==> config.mk <==
export PLATFORM = sky130hd
export DESIGN_NAME = rclo_core
export DESIGN_NICKNAME = d
export VERILOG_FILES = /design/src/verilog/rclo_pkg.sv /design/src/verilog/rclo_core.sv
export SDC_FILE = /design/constraint.sdc
export NUM_CORES = 1
export LEC_CHECK = 0
export BUFFER_PORTS_ARGS = -buffer_cell sky130_fd_sc_hd__buf_2
export CORE_ASPECT_RATIO = 1.75
export CORE_MARGIN = 3
export CORE_UTILIZATION = 28
export DETAILED_ROUTE_END_ITERATION = 12
export GPL_TIMING_DRIVEN = 0
export PLACE_DENSITY = 0.58
export SETUP_SLACK_MARGIN = 0.02
export SYNTH_ARGS = -nofsm -noshare
export SYNTH_HDL_FRONTEND = slang
export SYNTH_SLANG_ARGS = --single-unit
==> constraint.sdc <==
create_clock -name clk -period 2.7 [get_ports clk]
set_input_delay 0.405 -clock clk [delete_from_list [all_inputs] [get_ports clk]]
set_output_delay 0.405 -clock clk [all_outputs]
set_load 0.01 [all_outputs]
==> src/verilog/rclo_pkg.sv <==
package rclo_pkg;

  // Instruction word and data widths of the core.
  localparam int RCLO_OPW = 14;
  localparam int RCLO_DW  = 8;
  localparam int RCLO_PCW = 13;

  // Fixed encodings of the two no-operand instructions.
  localparam logic [13:0] RCLO_OP_INT_RETURN = 14'h0009;
  localparam logic [13:0] RCLO_OP_CFG_LOAD   = 14'h0062;

  // Literal return: top four bits 1101; the two bits below them are don't care.
  localparam logic [3:0]  RCLO_LIT_RET_TOP  = 4'hd;
  localparam logic [3:0]  RCLO_LIT_RET_MASK = 4'hf;

  // Bit position of the global interrupt enable in the interrupt control register.
  localparam int RCLO_GIE_BIT = 7;

  // Instruction cycles taken by each return.
  localparam int RCLO_RET_CYCLES = 2;

  // Values after reset.
  localparam logic [7:0]  RCLO_ACC_RESET  = 8'h00;
  localparam logic [7:0]  RCLO_PRE_RESET  = 8'hff;
  localparam logic [7:0]  RCLO_INTC_RESET = 8'h00;
  localparam logic [12:0] RCLO_PC_RESET   = 13'h0000;

  // Execution states.
  typedef enum logic [1:0] {
    RCLO_ST_EXEC  = 2'b01,
    RCLO_ST_FLUSH = 2'b10
  } rclo_state_e;

endpackage
==> src/verilog/rclo_core.sv <==
`timescale 1ns/1ps
// Function
// - Interrupt return opcode pops stack into program counter, two cycles, flags untouched.
// - Interrupt return sets global interrupt enable, bit 7 of interrupt control.
// - Configuration load opcode copies accumulator into prescaler register in one cycle.
// - Prescaler register also reads and writes as an ordinary file register.
// - Literal return opcode loads its 8-bit literal into accumulator, flags untouched.
// - Literal return also pops stack into program counter, two cycles total.
module rclo_core
  import rclo_pkg::*;
(
  input  wire logic                clk,              // Instruction cycle clock.
  input  wire logic                reset_n,          // Asynchronous reset, active low.
  input  wire logic                instr_valid,      // Opcode on instr is to execute.
  input  wire logic [RCLO_OPW-1:0] instr,            // Fetched opcode.
  input  wire logic [RCLO_PCW-1:0] stack_top_entry,  // Current top of the return stack.
  input  wire logic                file_wr,          // File write to prescaler register.
  input  wire logic [RCLO_DW-1:0]  file_wdata,       // Data for that file write.
  input  wire logic                acc_wr,           // Other unit writes accumulator.
  input  wire logic [RCLO_DW-1:0]  acc_wdata,        // Data for that write.
  input  wire logic                intc_wr,          // File write to interrupt control.
  input  wire logic [RCLO_DW-1:0]  intc_wdata,       // Data for that write.
  output logic                     stack_pop,        // One-cycle pop of return stack.
  output logic [RCLO_PCW-1:0]      pc_load_value,    // Address loaded into program counter.
  output logic                     pc_load,          // Program counter load strobe.
  output logic                     busy,             // Second cycle of a return.
  output logic [RCLO_DW-1:0]       accumulator,      // Working accumulator.
  output logic [RCLO_DW-1:0]       prescaler_cfg,    // Prescaler configuration register.
  output logic [RCLO_DW-1:0]       interrupt_control_reg // Interrupt control register.
);

  // Registered state and the decode strobes of the execute cycle.
  rclo_state_e         state_q;
  logic [RCLO_DW-1:0]  acc_q;
  logic [RCLO_DW-1:0]  pre_q;
  logic [RCLO_DW-1:0]  intc_q;
  logic                pop_q;
  logic                busy_q;
  logic [RCLO_PCW-1:0] pcv_q;
  logic                exec;
  logic                is_iret;
  logic                is_cfg;
  logic                is_lret;

  // Literal return matches on its top four bits; the two bits below them are ignored.
  function automatic logic lit_ret_match(input logic [RCLO_OPW-1:0] op);
    return (op[13:10] & RCLO_LIT_RET_MASK) == (RCLO_LIT_RET_TOP & RCLO_LIT_RET_MASK);
  endfunction

  // Decode happens only in the execute state; the flush cycle discards the fetch.
  assign exec    = instr_valid && (state_q == RCLO_ST_EXEC);
  assign is_iret = exec && (instr == RCLO_OP_INT_RETURN);
  assign is_cfg  = exec && (instr == RCLO_OP_CFG_LOAD);
  assign is_lret = exec && lit_ret_match(instr);

  // Returns take a second cycle to refill the pipeline.
  always_ff @(posedge clk or negedge reset_n) begin
    if (!reset_n) begin
      state_q <= RCLO_ST_EXEC;
    end else begin
      case (state_q)
        RCLO_ST_EXEC: begin
          if (is_iret || is_lret) begin
            state_q <= RCLO_ST_FLUSH;
          end
        end
        RCLO_ST_FLUSH: begin
          state_q <= RCLO_ST_EXEC;
        end
        default: begin
          state_q <= RCLO_ST_EXEC;
        end
      endcase
    end
  end

  // Pop request and return address go out registered, one pulse per return.
  always_ff @(posedge clk or negedge reset_n) begin
    if (!reset_n) begin
      pop_q <= 1'b0;
      pcv_q <= RCLO_PC_RESET;
    end else begin
      pop_q <= is_iret || is_lret;
      if (is_iret || is_lret) begin
        pcv_q <= stack_top_entry;
      end
    end
  end

  // Busy has its own flop, set by the edge that takes a return; it marks the flush
  // cycle in which the next fetched opcode is thrown away.
  always_ff @(posedge clk or negedge reset_n) begin
    if (!reset_n) begin
      busy_q <= 1'b0;
    end else begin
      busy_q <= is_iret || is_lret;
    end
  end

  // Accumulator: the literal return wins over any other writer in the same cycle.
  always_ff @(posedge clk or negedge reset_n) begin
    if (!reset_n) begin
      acc_q <= RCLO_ACC_RESET;
    end else if (is_lret) begin
      acc_q <= instr[RCLO_DW-1:0];
    end else if (acc_wr) begin
      acc_q <= acc_wdata;
    end
  end

  // Prescaler register: dedicated load opcode or ordinary file write.
  always_ff @(posedge clk or negedge reset_n) begin
    if (!reset_n) begin
      pre_q <= RCLO_PRE_RESET;
    end else if (is_cfg) begin
      pre_q <= acc_q;
    end else if (file_wr) begin
      pre_q <= file_wdata;
    end
  end

  // Interrupt control: file writes land, then an interrupt return sets the enable bit on top.
  always_ff @(posedge clk or negedge reset_n) begin
    if (!reset_n) begin
      intc_q <= RCLO_INTC_RESET;
    end else begin
      if (intc_wr) begin
        intc_q <= intc_wdata;
      end
      if (is_iret) begin
        intc_q[RCLO_GIE_BIT] <= 1'b1;
      end
    end
  end

  // Every output is driven straight from its flop.
  assign stack_pop             = pop_q;
  assign pc_load               = pop_q;
  assign pc_load_value         = pcv_q;
  assign busy                  = busy_q;
  assign accumulator           = acc_q;
  assign prescaler_cfg         = pre_q;
  assign interrupt_control_reg = intc_q;
endmodule // rclo_core

==> results.toml <==
[finish]
layout_commonest_cell = "buf_2"
drive_gt1_frac = 0.6920
design_area_um2 = 2495
final_cell_mix = "buf_2, dfrtp_1, mux2_2"
n_antenna_cell = 0
largest_reg_flops = 13
multi_input_area_um2 = 752.0
ff_latch_area_um2 = 1012
finalNetCount = 280
fin_util = 0.4006
nFillCells = 637
layoutNonFillerInstCount = 304
synthToLayoutAreaGrowth_pct = 37.23

[sta]
fin_crit_sh = 0.6278
fin_tns_setup_ns = 0
max_freq_mhz = 590.0
hold_violations = 0
period_needed_ns = 1.695
relSlewSlack = 0.4105
drv_slew = 0
worst_pin_slew_ns = 0.8843
finClkSkew_ns = 0.002481
setup_viol = 0
rsz0062_at_grt = "false"

[synth]
synth.cell_area_um2 = 1818
syn_nets = 180
ys_seq_elements = 40
ys_types = 23
syn_inst = 123
yosysWarnings = 0
yosysSeqAreaShare = 0.5568
avgSynthCellArea_um2 = 14.78

[detailed_routing]
drc = 0
drt_first_pass_iters = 4
num_vias = 1353
wl_um = 4211
routed_via_density = 4.451
wl_per_cell_um = 13.85
drt-initial-drc-count = 36
antenna_left = 0

[critical_path]
path_class = "flop to flop"
crit_fanout = 10
crit_path_end_kind = "flop"
crit_slowest_cell = "dfstp_2"
worstPathArrival_ns = 1.87
slowest_delay_ns = 0.51
cp-start-kind = "flop"
path_cells = "and4bb_2, a21boi_4, buf_12, mux2_4"
critPathRequiredTime_ns = 2.87

[global_routing]
grt_pass1_wl_um = 6486
grt_pass1_vias = 1409
grt_max_degree = 41
grt_busiest_layer = "met2"
met1_usage = 0.1152
grt_use_met2 = 0.2149
antenna_found_initial = 0
grt_overflow = 0
groute.usage.overall = 0.1151
met3_usage = 0.03203

[placed_design]
gp_congestion = 0.7291
dp_cells = 296
hpwl_um = 3331
placed_area_um2 = 2384
port_buffers = 93

[die]
dieArea_um2 = 7534
fp.dieH_um = 112.6
start_util = 0.2919
die_w_um = 66.91
io_pins = 97
core_um2 = 6228
num_rows = 38

[hold_path]
worst_hold_path_type = "input port to async pin"

[cts]
numClockSinks = 40
postCtsSetupRepairBufs = 0
h-tree-depth = 2
hold_buffers = 0
clk_latency_ns = 0.28
cts_tree = "built"
cts_buffer_depth = 2
cts_root_buf = "clkbuf_8"
cts_inserted_buffers = 5
clkTransAtPathRegs_ns = 0.08
cts_resized = 0

[power_and_ir_drop]
total_power_mw = 1.549
power_leakage_nw = 1.198
power_density_nw_per_um2 = 620.7
irDropWorstVdd_uv = 290.5

[flow_run]
maxCapViolCount = 0

[outcome]
status = "finished clean"
cells by family after synthesis:
family,synth area share
flops,0.5568
simple gates,0.08397
buf+inv,0.02959
compound gates,0.04061
mux,0.2891
cell usage after synthesis, drive strengths merged:
master	n	area [um2]
a21boi	2	26.28
a21oi	8	40.04
nor3b	1	7.510
dfstp	9	236.5
inv	1	3.750
buf	5	42.54
mux2	36	435.4
nor4	2	42.54
and4bb	1	12.51
clkbuf	2	7.510
nand4bb	2	27.53
dfrtp	31	775.7
nand4	1	6.260
nand3	3	15.01
o31ai	1	7.510
nor2	9	41.29
mux2i	9	90.09
final timing paths:
kind | cells after the start | start | endpoint | slack (ns)
max in group asynchronous | 1 | reset_n | accumulator[3] | 1.91
setup / recovery | 4 | state_q[0] | pc_load_value[8] | 1.01
setup reg to reg | 4 | state_q[0] | pc_load_value[8] | 1.01
min in group clk | 2 | stack_top_entry[5] | pc_load_value[5] | 0.34
hold / removal | 1 | reset_n | accumulator[2] | 0.24
hold reg to reg | 1 | interrupt_control_reg[5] | interrupt_control_reg[5] | 0.50
where the power goes:
part,switching [mW],internal [mW]
logic,0.146,0.183
registers,0.0442,0.693
clock network,0.209,0.273
worst max-delay path: cells and delay by family, from the launching register on:
kind / cells / cell delay [ns]
flops: 1 / 0.51
compound gates: 1 / 0.32
mux: 1 / 0.30
simple gates: 1 / 0.26
buf+inv: 1 / 0.18
stage by stage:
step	setup WS [ns]	hold slack (ns)
floorplan	0.9791	0.1094
global placement	0.6950	0.4826
detailed placement	0.6998	0.4894
CTS	0.9691	0.2652
global route	0.8754	0.2900
finish	1.005	0.2372
metal layers:
layer	up-vias	share of wire
li1	642	-
met1	632	0.36
met2	74	0.52
met3	5	0.10
met4	0	0.016
met5	-	0
layout make-up:
class,count,area share
repair buffers,93,0.1866
well taps,80,0.04012
clock inverters,3,0.01705
plain buffers,7,0.02006
multi-input cells,75,0.3014
clock buffers,5,0.02758
inverters,1,0.001505
flip-flops and latches,40,0.4057
Power figures use the tool's default switching activity.
